## src/rtl/pm_mode_pkg.sv

```systemverilog
// Constants, codes and types for the particulate sensor mode and health controller.
// Assumes one 20 MHz system clock and a host command front end on the same clock.
// Operation
// - After power-on or any reset the controller is in Idle mode.
// - Idle keeps fan and laser off and takes every command.
// - Measurement mode is entered only from Idle.
// - In Measurement a fresh result set is published every second.
// - Sleep mode is entered only from Idle.
// - Sleep disables the host interface; host must wake the device first.
// - In Measurement an elapsed interval starts ten seconds of full-speed fan cleaning.
// - Published results stay frozen while a cleaning cycle runs.
// - Cleaning interval defaults to 604800 seconds, within three percent.
// - Interval zero disables automatic cleaning; other values set the period.
// - A written interval is pushed to non-volatile memory.
// - Power loss restarts the elapsed cleaning time from zero.
// - The manual cleaning command starts a cleaning cycle at once.
// - Start command picks the output format; later reads use that format.
// - Float format gives ten big-endian words: four mass, five number, size.
// - Integer format gives ten big-endian 16-bit values, size in nanometres.
// - A 32-bit health word is kept; reserved bits are to be ignored.
// - No fan speed check in first three seconds or during cleaning.
// - Otherwise speed checked each second; two misses set bit 21.
// - Speed warning clears itself once the fan reaches target speed.
// - Laser current checked each second; two misses set bit 5.
// - Laser error clears itself when current is back within limits.
// - Fan checked each second; zero speed twice sets bit 4.
// - Fan stall error stays set and is never cleared automatically.
// - Every response status byte has bit 7 set when any error flag is set.
// - Format code 0x03 selects floats, 0x05 selects 16-bit integers.
// - A transition not allowed from the current mode is refused with 0x43; a wake command outside Sleep gets code 0x00 instead.
package pm_mode_pkg;
	// ==========================================================
	// Timing
	localparam int CLK_HZ = 20_000_000;
	localparam int SECOND_S = 1;
	localparam int TICK_CYCLES = SECOND_S * CLK_HZ;
	localparam logic [3:0] CLEAN_S = 4'hA;
	localparam logic [1:0] STARTUP_S = 2'h3;
	localparam logic [31:0] INTERVAL_DEFAULT_S = 32'h0009_3A80;
	// ==========================================================
	// Command codes
	localparam logic [7:0] CMD_START = 8'h00;
	localparam logic [7:0] CMD_STOP = 8'h01;
	localparam logic [7:0] CMD_SLEEP = 8'h10;
	localparam logic [7:0] CMD_WAKE = 8'h11;
	localparam logic [7:0] CMD_CLEAN = 8'h56;
	localparam logic [7:0] CMD_INTERVAL = 8'h80;
	localparam logic [7:0] CMD_RESET = 8'hD3;
	localparam logic [7:0] FMT_FLOAT = 8'h03;
	localparam logic [7:0] FMT_UINT16 = 8'h05;
	// ==========================================================
	// Execution error codes and status byte
	localparam logic [6:0] ERR_NONE = 7'h00;
	localparam logic [6:0] ERR_UNKNOWN = 7'h02;
	localparam logic [6:0] ERR_PARAM = 7'h04;
	localparam logic [6:0] ERR_STATE = 7'h43;
	localparam int STATUS_ERR_BIT = 7;
	// ==========================================================
	// Health word bits and result layout
	localparam int HEALTH_SPEED_BIT = 21;
	localparam int HEALTH_LASER_BIT = 5;
	localparam int HEALTH_FAN_BIT = 4;
	localparam logic [5:0] FLOAT_BYTES = 6'h28;
	localparam logic [5:0] UINT_BYTES = 6'h14;
	// ==========================================================
	// Modes
	typedef enum logic [2:0] {
		MODE_IDLE = 3'b001,
		MODE_MEAS = 3'b010,
		MODE_SLEEP = 3'b100
	} mode_type;
endpackage

```

## src/rtl/pm_mode_ctrl.sv

```systemverilog
// Mode state machine, fan cleaning timer, result layout and health word.
// Assumes commands arrive decoded on the system clock; sensor flags come from pins.
`timescale 1ns/100ps
module pm_mode_ctrl #(
	parameter int TICK_CYCLES = pm_mode_pkg::TICK_CYCLES
) (
	// Clock and reset
	input wire logic clk_sys_in,
	input wire logic rst_in,
	// Host command port
	input wire logic cmd_valid_in,
	input wire logic [7:0] cmd_code_in,
	input wire logic [31:0] cmd_param_in,
	output logic rsp_valid_out,
	output logic [7:0] rsp_state_out,
	output logic serial_en_out,
	// Result read port
	input wire logic rd_en_in,
	input wire logic [5:0] rd_addr_in,
	output logic [7:0] rd_data_out,
	output logic results_new_out,
	// Raw results, word 0 in the top bits
	input wire logic [319:0] meas_float_in,
	input wire logic [159:0] meas_uint_in,
	// Sensor pins
	input wire logic fan_speed_ok_in,
	input wire logic fan_zero_in,
	input wire logic laser_ok_in,
	// Non-volatile interval store
	input wire logic nvm_load_in,
	input wire logic [31:0] nvm_data_in,
	output logic nvm_wr_out,
	output logic [31:0] nvm_data_out,
	// Actuators and status
	output logic fan_on_out,
	output logic fan_max_out,
	output logic laser_on_out,
	output logic [2:0] mode_out,
	output logic [31:0] health_out
);
	localparam int TW = $clog2(TICK_CYCLES + 1);
	localparam logic [TW-1:0] TICK_LAST = TW'(TICK_CYCLES - 1);

	pm_mode_pkg::mode_type mode_reg;
	logic [TW-1:0] tick_cnt_reg;
	logic tick_reg;
	logic [2:0] sync1_reg;
	logic [2:0] sync2_reg;
	logic fmt_float_reg;
	logic clean_active_reg;
	logic [3:0] clean_cnt_reg;
	logic [31:0] interval_reg;
	logic [31:0] elapsed_reg;
	logic [1:0] start_cnt_reg;
	logic speed_miss_reg;
	logic laser_miss_reg;
	logic zero_miss_reg;
	logic speed_warn_reg;
	logic laser_err_reg;
	logic fan_err_reg;
	logic [319:0] snap_float_reg;
	logic [159:0] snap_uint_reg;

	logic cmd_take;
	logic start_ok;
	logic stop_ok;
	logic sleep_ok;
	logic wake_ok;
	logic clean_ok;
	logic intv_wr;
	logic reset_cmd;
	logic [6:0] err_code;
	logic measuring;
	logic auto_due;
	logic clean_start;
	logic speed_check;

	// ==========================================================
	// Pin synchronisers
	always_ff @(posedge clk_sys_in) begin
		if (rst_in) begin
			sync1_reg <= 3'h0;
			sync2_reg <= 3'h0;
		end else begin
			sync1_reg <= {fan_speed_ok_in, fan_zero_in, laser_ok_in};
			sync2_reg <= sync1_reg;
		end
	end

	// ==========================================================
	// Command decode
	assign measuring = (mode_reg == pm_mode_pkg::MODE_MEAS);
	assign cmd_take = cmd_valid_in && (mode_reg != pm_mode_pkg::MODE_SLEEP || cmd_code_in == pm_mode_pkg::CMD_WAKE);

	always_comb begin
		start_ok = 1'b0;
		stop_ok = 1'b0;
		sleep_ok = 1'b0;
		wake_ok = 1'b0;
		clean_ok = 1'b0;
		intv_wr = 1'b0;
		reset_cmd = 1'b0;
		err_code = pm_mode_pkg::ERR_NONE;
		if (cmd_take) begin
			unique case (cmd_code_in)
				pm_mode_pkg::CMD_START: begin
					if (mode_reg != pm_mode_pkg::MODE_IDLE) begin
						err_code = pm_mode_pkg::ERR_STATE;
					end else if (cmd_param_in[7:0] != pm_mode_pkg::FMT_FLOAT &&
						cmd_param_in[7:0] != pm_mode_pkg::FMT_UINT16) begin
						err_code = pm_mode_pkg::ERR_PARAM;
					end else begin
						start_ok = 1'b1;
					end
				end
				pm_mode_pkg::CMD_STOP: begin
					if (!measuring) begin
						err_code = pm_mode_pkg::ERR_STATE;
					end else begin
						stop_ok = 1'b1;
					end
				end
				pm_mode_pkg::CMD_SLEEP: begin
					if (mode_reg != pm_mode_pkg::MODE_IDLE) begin
						err_code = pm_mode_pkg::ERR_STATE;
					end else begin
						sleep_ok = 1'b1;
					end
				end
				pm_mode_pkg::CMD_WAKE: begin
					wake_ok = (mode_reg == pm_mode_pkg::MODE_SLEEP);
				end
				pm_mode_pkg::CMD_CLEAN: begin
					if (!measuring) begin
						err_code = pm_mode_pkg::ERR_STATE;
					end else begin
						clean_ok = 1'b1;
					end
				end
				pm_mode_pkg::CMD_INTERVAL: begin
					intv_wr = 1'b1;
				end
				pm_mode_pkg::CMD_RESET: begin
					reset_cmd = 1'b1;
				end
				default: begin
					err_code = pm_mode_pkg::ERR_UNKNOWN;
				end
			endcase
		end
	end

	// ==========================================================
	// Mode state machine
	always_ff @(posedge clk_sys_in) begin
		if (rst_in) begin
			mode_reg <= pm_mode_pkg::MODE_IDLE;
		end else if (reset_cmd || stop_ok || wake_ok) begin
			mode_reg <= pm_mode_pkg::MODE_IDLE;
		end else if (start_ok) begin
			mode_reg <= pm_mode_pkg::MODE_MEAS;
		end else if (sleep_ok) begin
			mode_reg <= pm_mode_pkg::MODE_SLEEP;
		end
	end

	// Output format
	always_ff @(posedge clk_sys_in) begin
		if (rst_in) begin
			fmt_float_reg <= 1'b1;
		end else if (start_ok) begin
			fmt_float_reg <= (cmd_param_in[7:0] == pm_mode_pkg::FMT_FLOAT);
		end
	end

	// Response
	always_ff @(posedge clk_sys_in) begin
		if (rst_in) begin
			rsp_valid_out <= 1'b0;
			rsp_state_out <= 8'h00;
		end else begin
			rsp_valid_out <= cmd_take;
			if (cmd_take) begin
				rsp_state_out <= {laser_err_reg | fan_err_reg, err_code};
			end
		end
	end

	// ==========================================================
	// One second tick, phased to measurement start
	always_ff @(posedge clk_sys_in) begin
		if (rst_in || start_ok || !measuring) begin
			tick_cnt_reg <= '0;
			tick_reg <= 1'b0;
		end else if (tick_cnt_reg == TICK_LAST) begin
			tick_cnt_reg <= '0;
			tick_reg <= 1'b1;
		end else begin
			tick_cnt_reg <= tick_cnt_reg + TW'(1);
			tick_reg <= 1'b0;
		end
	end

	// ==========================================================
	// Cleaning interval store
	always_ff @(posedge clk_sys_in) begin
		if (rst_in) begin
			interval_reg <= pm_mode_pkg::INTERVAL_DEFAULT_S;
			nvm_wr_out <= 1'b0;
			nvm_data_out <= 32'h0000_0000;
		end else begin
			nvm_wr_out <= intv_wr;
			if (intv_wr) begin
				interval_reg <= cmd_param_in;
				nvm_data_out <= cmd_param_in;
			end else if (nvm_load_in) begin
				interval_reg <= nvm_data_in;
			end
		end
	end

	// Elapsed time and cleaning cycle
	assign auto_due = tick_reg && measuring && !clean_active_reg && interval_reg != 32'h0000_0000 &&
		(elapsed_reg + 32'h0000_0001) >= interval_reg;
	assign clean_start = auto_due || clean_ok;

	always_ff @(posedge clk_sys_in) begin
		if (rst_in || clean_start) begin
			elapsed_reg <= 32'h0000_0000;
		end else if (tick_reg && measuring && !clean_active_reg) begin
			elapsed_reg <= elapsed_reg + 32'h0000_0001;
		end
	end

	always_ff @(posedge clk_sys_in) begin
		if (rst_in || !measuring || stop_ok || reset_cmd) begin
			clean_active_reg <= 1'b0;
			clean_cnt_reg <= 4'h0;
		end else if (clean_start) begin
			clean_active_reg <= 1'b1;
			clean_cnt_reg <= 4'h0;
		end else if (clean_active_reg && tick_reg) begin
			if (clean_cnt_reg == pm_mode_pkg::CLEAN_S - 4'h1) begin
				clean_active_reg <= 1'b0;
			end
			clean_cnt_reg <= clean_cnt_reg + 4'h1;
		end
	end

	// ==========================================================
	// Result snapshot, frozen during cleaning
	always_ff @(posedge clk_sys_in) begin
		if (rst_in) begin
			snap_float_reg <= '0;
			snap_uint_reg <= '0;
			results_new_out <= 1'b0;
		end else begin
			results_new_out <= tick_reg && measuring && !clean_active_reg;
			if (tick_reg && measuring && !clean_active_reg) begin
				snap_float_reg <= meas_float_in;
				snap_uint_reg <= meas_uint_in;
			end
		end
	end

	// Big-endian byte read in the chosen format
	always_ff @(posedge clk_sys_in) begin
		if (rst_in) begin
			rd_data_out <= 8'h00;
		end else if (rd_en_in) begin
			if (fmt_float_reg && rd_addr_in < pm_mode_pkg::FLOAT_BYTES) begin
				rd_data_out <= snap_float_reg[319 - 8 * int'(rd_addr_in) -: 8];
			end else if (!fmt_float_reg && rd_addr_in < pm_mode_pkg::UINT_BYTES) begin
				rd_data_out <= snap_uint_reg[159 - 8 * int'(rd_addr_in) -: 8];
			end else begin
				rd_data_out <= 8'h00;
			end
		end
	end

	// ==========================================================
	// Health checks
	always_ff @(posedge clk_sys_in) begin
		if (rst_in || start_ok) begin
			start_cnt_reg <= 2'h0;
		end else if (tick_reg && start_cnt_reg != pm_mode_pkg::STARTUP_S) begin
			start_cnt_reg <= start_cnt_reg + 2'h1;
		end
	end

	assign speed_check = tick_reg && measuring && start_cnt_reg == pm_mode_pkg::STARTUP_S && !clean_active_reg;

	always_ff @(posedge clk_sys_in) begin
		if (rst_in || !measuring) begin
			speed_miss_reg <= 1'b0;
			speed_warn_reg <= rst_in ? 1'b0 : speed_warn_reg;
		end else if (speed_check) begin
			speed_miss_reg <= !sync2_reg[2];
			if (sync2_reg[2]) begin
				speed_warn_reg <= 1'b0;
			end else if (speed_miss_reg) begin
				speed_warn_reg <= 1'b1;
			end
		end
	end

	always_ff @(posedge clk_sys_in) begin
		if (rst_in || !measuring) begin
			laser_miss_reg <= 1'b0;
			laser_err_reg <= rst_in ? 1'b0 : laser_err_reg;
		end else if (tick_reg) begin
			laser_miss_reg <= !sync2_reg[0];
			if (sync2_reg[0]) begin
				laser_err_reg <= 1'b0;
			end else if (laser_miss_reg) begin
				laser_err_reg <= 1'b1;
			end
		end
	end

	always_ff @(posedge clk_sys_in) begin
		if (rst_in) begin
			zero_miss_reg <= 1'b0;
			fan_err_reg <= 1'b0;
		end else if (!measuring) begin
			zero_miss_reg <= 1'b0;
		end else if (tick_reg) begin
			zero_miss_reg <= sync2_reg[1];
			if (sync2_reg[1] && zero_miss_reg) begin
				fan_err_reg <= 1'b1;
			end
		end
	end

	// ==========================================================
	// Outputs
	always_ff @(posedge clk_sys_in) begin
		if (rst_in) begin
			fan_on_out <= 1'b0;
			laser_on_out <= 1'b0;
			fan_max_out <= 1'b0;
			serial_en_out <= 1'b1;
			mode_out <= pm_mode_pkg::MODE_IDLE;
			health_out <= 32'h0000_0000;
		end else begin
			fan_on_out <= measuring;
			laser_on_out <= measuring;
			fan_max_out <= clean_active_reg;
			serial_en_out <= (mode_reg != pm_mode_pkg::MODE_SLEEP);
			mode_out <= mode_reg;
			health_out <= 32'h0000_0000;
			health_out[pm_mode_pkg::HEALTH_SPEED_BIT] <= speed_warn_reg;
			health_out[pm_mode_pkg::HEALTH_LASER_BIT] <= laser_err_reg;
			health_out[pm_mode_pkg::HEALTH_FAN_BIT] <= fan_err_reg;
		end
	end
endmodule

```

## config.mk

```make
export PLATFORM = sky130hd
export DESIGN_NAME = pm_mode_ctrl
export DESIGN_NICKNAME = d
export VERILOG_FILES = /design/src/rtl/pm_mode_pkg.sv /design/src/rtl/pm_mode_ctrl.sv
export SDC_FILE = /design/constraint.sdc
export NUM_CORES = 2
export LEC_CHECK = 0
export BUFFER_PORTS_ARGS = -buffer_cell sky130_fd_sc_hd__clkbuf_2
export CAP_MARGIN = 20
export CORE_ASPECT_RATIO = 0.6
export CORE_MARGIN = 10
export CORE_UTILIZATION = 60
export CTS_BUF_LIST = sky130_fd_sc_hd__clkbuf_8
export DETAILED_ROUTE_END_ITERATION = 7
export PLACE_DENSITY = 0.88
export SYNTH_ARGS = -nofsm -noshare
export SYNTH_HDL_FRONTEND = slang
export SYNTH_SLANG_ARGS = --single-unit
```

## constraint.sdc

```tcl
create_clock -name clk_sys_in -period 7.69 [get_ports clk_sys_in]
set_clock_uncertainty 0.1 [all_clocks]
set_input_delay 0.769 -clock clk_sys_in [delete_from_list [all_inputs] [get_ports clk_sys_in]]
set_output_delay 0.769 -clock clk_sys_in [all_outputs]
set_load 0.005 [all_outputs]
```

# Yosys cells after proc, flatten, opt, wreduce, memory -nomap -nowiden
# Index checks and enable logic that the tools add are counted.
[word_totals]
regBits = 682
elab_cells = 154
input_bits = 566
[op_classes]
order_cmp = 3
bitwise = 2
reduce_logical = 49
muxes = 42
shifts = 2
n_addsub = 6
n_eq_ne = 18
[ops]
columns = ["op", "count"]
rows = [
  ["variable part select 327 x 10 -> 8 bit", 1],
  ["variable part select 167 x 10 -> 8 bit", 1],
  ["two-way mux 32 bit", 2],
  ["adder 32 x 1 -> 32 bit (second input constant)", 1],
  ["greater-or-equal comparator 32 bit", 1],
  ["nonzero test 32 bit", 1],
  ["two-way mux 1 bit", 31],
  ["one-hot mux 7 bit (4 select lines)", 1],
  ["adder 25 x 1 -> 25 bit (second input constant)", 1],
  ["== test 25 bit (second input constant)", 1],
  ["two-way mux 7 bit", 3],
  ["== test 8 x 5 -> 1 bit (second input constant)", 2],
  ["== test 8 bit (second input constant)", 2],
  ["two-way mux 8 bit", 2],
  ["logical AND 1 bit", 13],
  ["nonzero test 2 bit", 6],
  ["logical OR 1 bit", 10],
  ["OR reduction 2 bit", 5],
  ["subtractor 8 x 9 -> 10 bit (first input constant)", 1],
  ["subtractor 9 x 9 -> 10 bit (first input constant)", 1],
  ["AND reduction 3 bit", 3],
  ["== test 8 x 1 -> 1 bit (second input constant)", 1],
  ["== test 8 x 2 -> 1 bit (second input constant)", 1],
  ["== test 8 x 7 -> 1 bit (second input constant)", 1],
  ["22 further kinds", 30],
]

# Longest topological paths before layout
[logic_depth]
ltp_word = 9
depth_mapped = 16
depth_no_buf = 14

# Least setup slack after synthesis
# OpenSTA, ideal clock, no wires.
[synth_timing]
path_kind = "register -> register"
start = "register elapsed_reg[0]"
end = "register clean_cnt_reg[3]"
setup_time_ns = 0.095
period_less_slack_ns = 3.664
t_arrival_ns = 3.469
path_stages_with_launch = 16
required_time_ns = 7.495
path_slack_ns = 4.026
path_cell_list = "dfxtp_1 ha_1 and3_1 nor3b_2 and2_1 buf_2 nand2_1 nor2_1 xor2_1 ha_1 nand2_1 o21ai_1 a2111o_1 nor4_2 o21ai_0 a221oi_1"
[synth_between]
elab_chain_len = 5
[synth_rtl]
columns = ["item", "line_no", "source"]
rows = [
  ["from (decl)", "pm_mode_ctrl.sv:53", "logic [31:0] elapsed_reg;"],
  ["from (signal assigned)", "pm_mode_ctrl.sv:231", "elapsed_reg <= elapsed_reg + 32'h0000_0001;"],
  ["adder 32 x 1 -> 32 bit", "pm_mode_ctrl.sv:224", "(elapsed_reg + 32'h0000_0001) >= interval_reg;"],
  ["greater-or-equal comparator 32 bit", "pm_mode_ctrl.sv:224", ""],
  ["logical AND 1 bit", "pm_mode_ctrl.sv:223", "assign auto_due = tick_reg && measuring && !clean_active_reg && interval_reg != 32'h0000_0000 &&"],
  ["logical OR 1 bit", "pm_mode_ctrl.sv:225", "assign clean_start = auto_due || clean_ok;"],
  ["OR reduction 2 bit (no line)", "n/a", ""],
  ["to (signal assigned)", "pm_mode_ctrl.sv:246", "clean_cnt_reg <= clean_cnt_reg + 4'h1;"],
  ["to (decl)", "pm_mode_ctrl.sv:51", "logic [3:0] clean_cnt_reg;"],
]
# No other way between the ends.
# A chain may end at the register's enable or synchronous reset.

# Final worst setup path
# Same ends and word-level chain as after synthesis.

==> impl_metrics.csv <==
group,metric,value,unit
cts,clk_latency,0.67,ns
cts,cts_hold_buffers,0,
pwr,pwr-share-seq,52.1,%
sta,max-slew-margin-rel,19.06,%
cts,clk_pin_slew_worst_paths,0.07,ns
worst_setup_path,critPathMaxFanout,11,
cts,clockRootBuffer,"clkbuf_8",
grt,grt_util_met3,8.874,%
pwr,p_sw,1592,µW
final_layout,fin_util,71.49,%
grt,grt-ovfl-total,0,
hold_path,hold_class,"input pin to flop",
drt,dr.pass1.iters,6,
drt,drt_wl_total,96760,µm
synth,synth_cell_types,66,
pwr,p_per_area,195.3,nW/µm²
floorplanning,rows,61,
synth,yosysTopAreaCell,"dfxtp_1",
cts,postCtsSetupRepairBufs,0,
outcome,status,"completed",
pwr,clkPwrFrac,41.6,%
floorplanning,io_pins,656,
final_layout,layout.area.seq,13010,µm²
floorplanning,chipHeight,188.9,µm
final_layout,drive_gt1_share,22.89,%
floorplanning,core,46630,µm²
worst_setup_path,path_class,"flop to flop",
drt,vias,26700,
place,io_buffers,623,
grt,antenna_found_initial,17,
cts,cts_max_level,3,
worst_setup_path,endpoint,"clean_cnt_reg[3]$_SDFFE_PP0P_",
cts,numCtsBuffers,90,
drt,drt-vias-per-instance,5.760,
synth,synth-edff-count,2,
drt,drc_errors,0,
synth,synth_flop_cell,"dfxtp_1",
synth,synth_seq_cells,649,
sta,min_period,4.461,ns
sta,finalMaxSlewViolations,0,
sta,hold_ws,0.2127,ns
sta,tns,0,ns
cts,ctsResizeCount,0,
pwr,combPwrFrac,6.4,%
synth,synth_fa_ha_area_share,1.754,%
grt,grt_pass1_wl,143700,µm
place,dp.cells,4456,
grt,grt_pass1_vias,25180,
final_layout,stdcell_count,4635,
grt,use_met1,42.27,%
sta,hold_violations,0,
synth,yosys.area_share.simple,20.97,%
synth,avgSynthCellArea,8.296,µm²
final_layout,syn_to_final_growth,16.81,%
worst_setup_path,cp_data_arrival_time,4.89,ns
sta,fin_crit_sh,58.01,%
final_layout,multi_input_area,14130,µm²
drt,ant_nets,0,
final_layout,largest_reg_flops,320,
synth,synthMuxAreaShare,9.895,%
grt,top_usage_layer,"met2",
drt,drt-initial-drc-count,2933,
synth,synth_compound_area_share,13.78,%
floorplanning,die_w,301.6,µm
worst_setup_path,cp.required,8.12,ns
pwr,vdd_drop_max,123.6,µV
grt,track_usage,31.89,%
synth,yosys.area_share.xor_xnor,2.670,%
pwr,switching_share,24.45,%
final_layout,num-fill-cells,3616,
sta,worst_pin_slew,1.214,ns
worst_setup_path,crit_path_end_kind,"flop",
sta,fmax,224.2,MHz
worst_setup_path,reg2reg_depth,14,
synth,syn_area,28540,µm²
place,hpwl,71040,µm
drt,wire_per_inst,20.88,µm
worst_setup_path,r2r_start,"elapsed_reg[0]$_SDFFE_PP0P_",
grt,met2_usage,49.18,%
sta,finalSetupViolations,0,
sta,rsz0062_at_grt,"false",
pwr,p_int,4918,µW
synth,synth_warnings,0,
worst_setup_path,crit_start,"elapsed_reg[0]$_SDFFE_PP0P_",
worst_setup_path,cp-start-kind,"flop",
flow_run,maxCapViolCount,0,
synth,synth_top_area_share,45.38,%
final_layout,fin_nets,4526,
cts,cts_tree,"done",
synth,syn_inst,3440,
floorplanning,start_util,61.20,%
synth,ys_seq_area_share,45.59,%
cts,cts_sinks,649,
place,gp_congestion,0.9504,
worst_setup_path,r2r-end,"clean_cnt_reg[3]$_SDFFE_PP0P_",
worst_setup_path,r2r_slack,3.23,ns
cts,max-clock-path-buffers,3,
synth,synth_top_family_by_area,"simple AND/OR/NAND/NOR gates",
synth,synthArstFlopShare,0,%
floorplanning,die_area,56980,µm²
synth,ys_top_cells_by_area,"dfxtp_1 (45%), nand2_1 (15%), a21oi_1 (10%)",
pwr,cellLeakagePower,0.01271,µW
grt,grt_max_degree,252,
## Yosys cell counts (5+ instances only)
master and instances:
a311oi_1 8, o21ai_1 9, inv_1 45, xor2_1 43, nand2_1 1170, o21ai_0 38, nor2_1 111, buf_1 9
o211ai_1 5, o2111ai_1 8, nand4_1 29, a21boi_0 8, nor3_1 29, a21oi_1 594, o211a_1 8, dfxtp_1 647
o22a_1 7, o22ai_1 8, nor4_1 12, buf_2 85, buf_4 44, a22oi_1 5, or3_1 8, and3_1 11
nor2b_1 16, ha_1 40, mux2i_1 11, clkbuf_1 148, nand2b_1 6, mux4_2 120, or2_2 5, nand3_1 43
a211oi_1 12, xnor2_1 44
## through the flow
step / power [µW] / cell area (µm²) / worst slack, ns
after floorplan: 3661 / 28660 / 4.026
after global placement: 3864 / 31450 / 3.415
after detailed placement: 3867 / 31450 / 3.297
after CTS: 6510 / 33250 / 3.265
after global routing: 6699 / 33320 / 2.809
final: 6509 / 33340 / 3.229
## how the worst min path moves through the flow
| stage | startpoint | to | slack (ns) | cells past startpoint |
|---|---|---|---|---|
| after floorplan | sync1_reg[0]$_SDFF_PP0_ | sync2_reg[0]$_SDFF_PP0_ | 0.31 | 1 |
| after global placement | sync1_reg[1]$_SDFF_PP0_ | sync2_reg[1]$_SDFF_PP0_ | 0.33 | 1 |
| after detailed placement | sync1_reg[0]$_SDFF_PP0_ | sync2_reg[0]$_SDFF_PP0_ | 0.32 | 1 |
| after CTS | fan_zero_in | sync1_reg[1]$_SDFF_PP0_ | 0.17 | 2 |
| after global routing | fan_zero_in | sync1_reg[1]$_SDFF_PP0_ | 0.19 | 2 |
| final | meas_uint_in[78] | snap_uint_reg[78]$_SDFFE_PP0P_ | 0.21 | 3 |
## critical path: stages (launching register included)
cell and delay [ns]:
dfxtp_1 0.41, ha_1 0.24, and3_1 0.26, nor3b_2 0.53, and2_1 0.47, nand2_1 0.16, nor2_1 0.14, xor2_1 0.17
ha_1 0.26, nand2_1 0.07, o21ai_1 0.08, a2111o_1 0.41, nor4_2 0.34, o21ai_0 0.28, a221oi_1 0.43
## routing by layer
metal	part of all wire (%)	wire length, µm	vias to the layer above
met5	0.019	18	-
met2	45	43950	1341
met3	11	10720	213
met4	3.5	3341	2
li1	-	-	12530
met1	40	38730	12610
## cells by family (layout without fill, tap and decap cells)
logic type / count (synthesis) / after routing
DFF: 649 / 649
and+or+nand+nor: 1469 / 1469
xor gates and xnor gates: 87 / 87
other: 1 / 49
AOI/OAI and AO/OA: 730 / 730
buffers and inverters: 332 / 849
muxes: 132 / 132
adders and majority gates: 40 / 40
## cell usage in the layout, fill, tap and decap left out, drive strengths merged, types with 6 or more instances in the layout
cell type | netlist | routed
mux2i | 11 | 11
or3 | 11 | 11
xor2 | 43 | 43
clkinv | 1 | 22
o22a | 7 | 7
o2111ai | 8 | 8
nor4 | 14 | 14
nor2b | 16 | 16
o21ai | 47 | 47
and3 | 11 | 11
xnor2 | 44 | 44
clkbuf | 148 | 731
dfxtp | 647 | 647
inv | 45 | 73
diode | 0 | 17
nor3 | 30 | 30
a21boi | 8 | 8
a21oi | 594 | 594
ha | 40 | 40
o211a | 8 | 8
a311oi | 8 | 8
nand4 | 29 | 29
mux4 | 120 | 120
nand3 | 44 | 44
nor2 | 112 | 112
a211oi | 12 | 12
nand2 | 1170 | 1170
buf | 138 | 21
conb | 1 | 32
nand2b | 6 | 6
o22ai | 8 | 8
## cell type report
cell class	count	area share (%)
inverter	46	0.5179
tap	630	2.365
multi-input combinational	2490	42.39
clock buffer	109	4.500
clock inverter	51	0.9233
sequential	649	39.03
antenna	17	0.1276
timing repair buffer	643	10.14
## power groups by stage
stage / Clock (µW) / Combinational, µW / Sequential (µW)
2_1_floorplan: 0 / 200 / 3460
3_3_place_gp: 0 / 400 / 3460
3_5_place_dp: 0 / 403 / 3460
4_1_cts: 2720 / 406 / 3390
5_1_grt: 2860 / 446 / 3390
6_report: 2710 / 415 / 3390
Power figures use the tool's default switching activity.
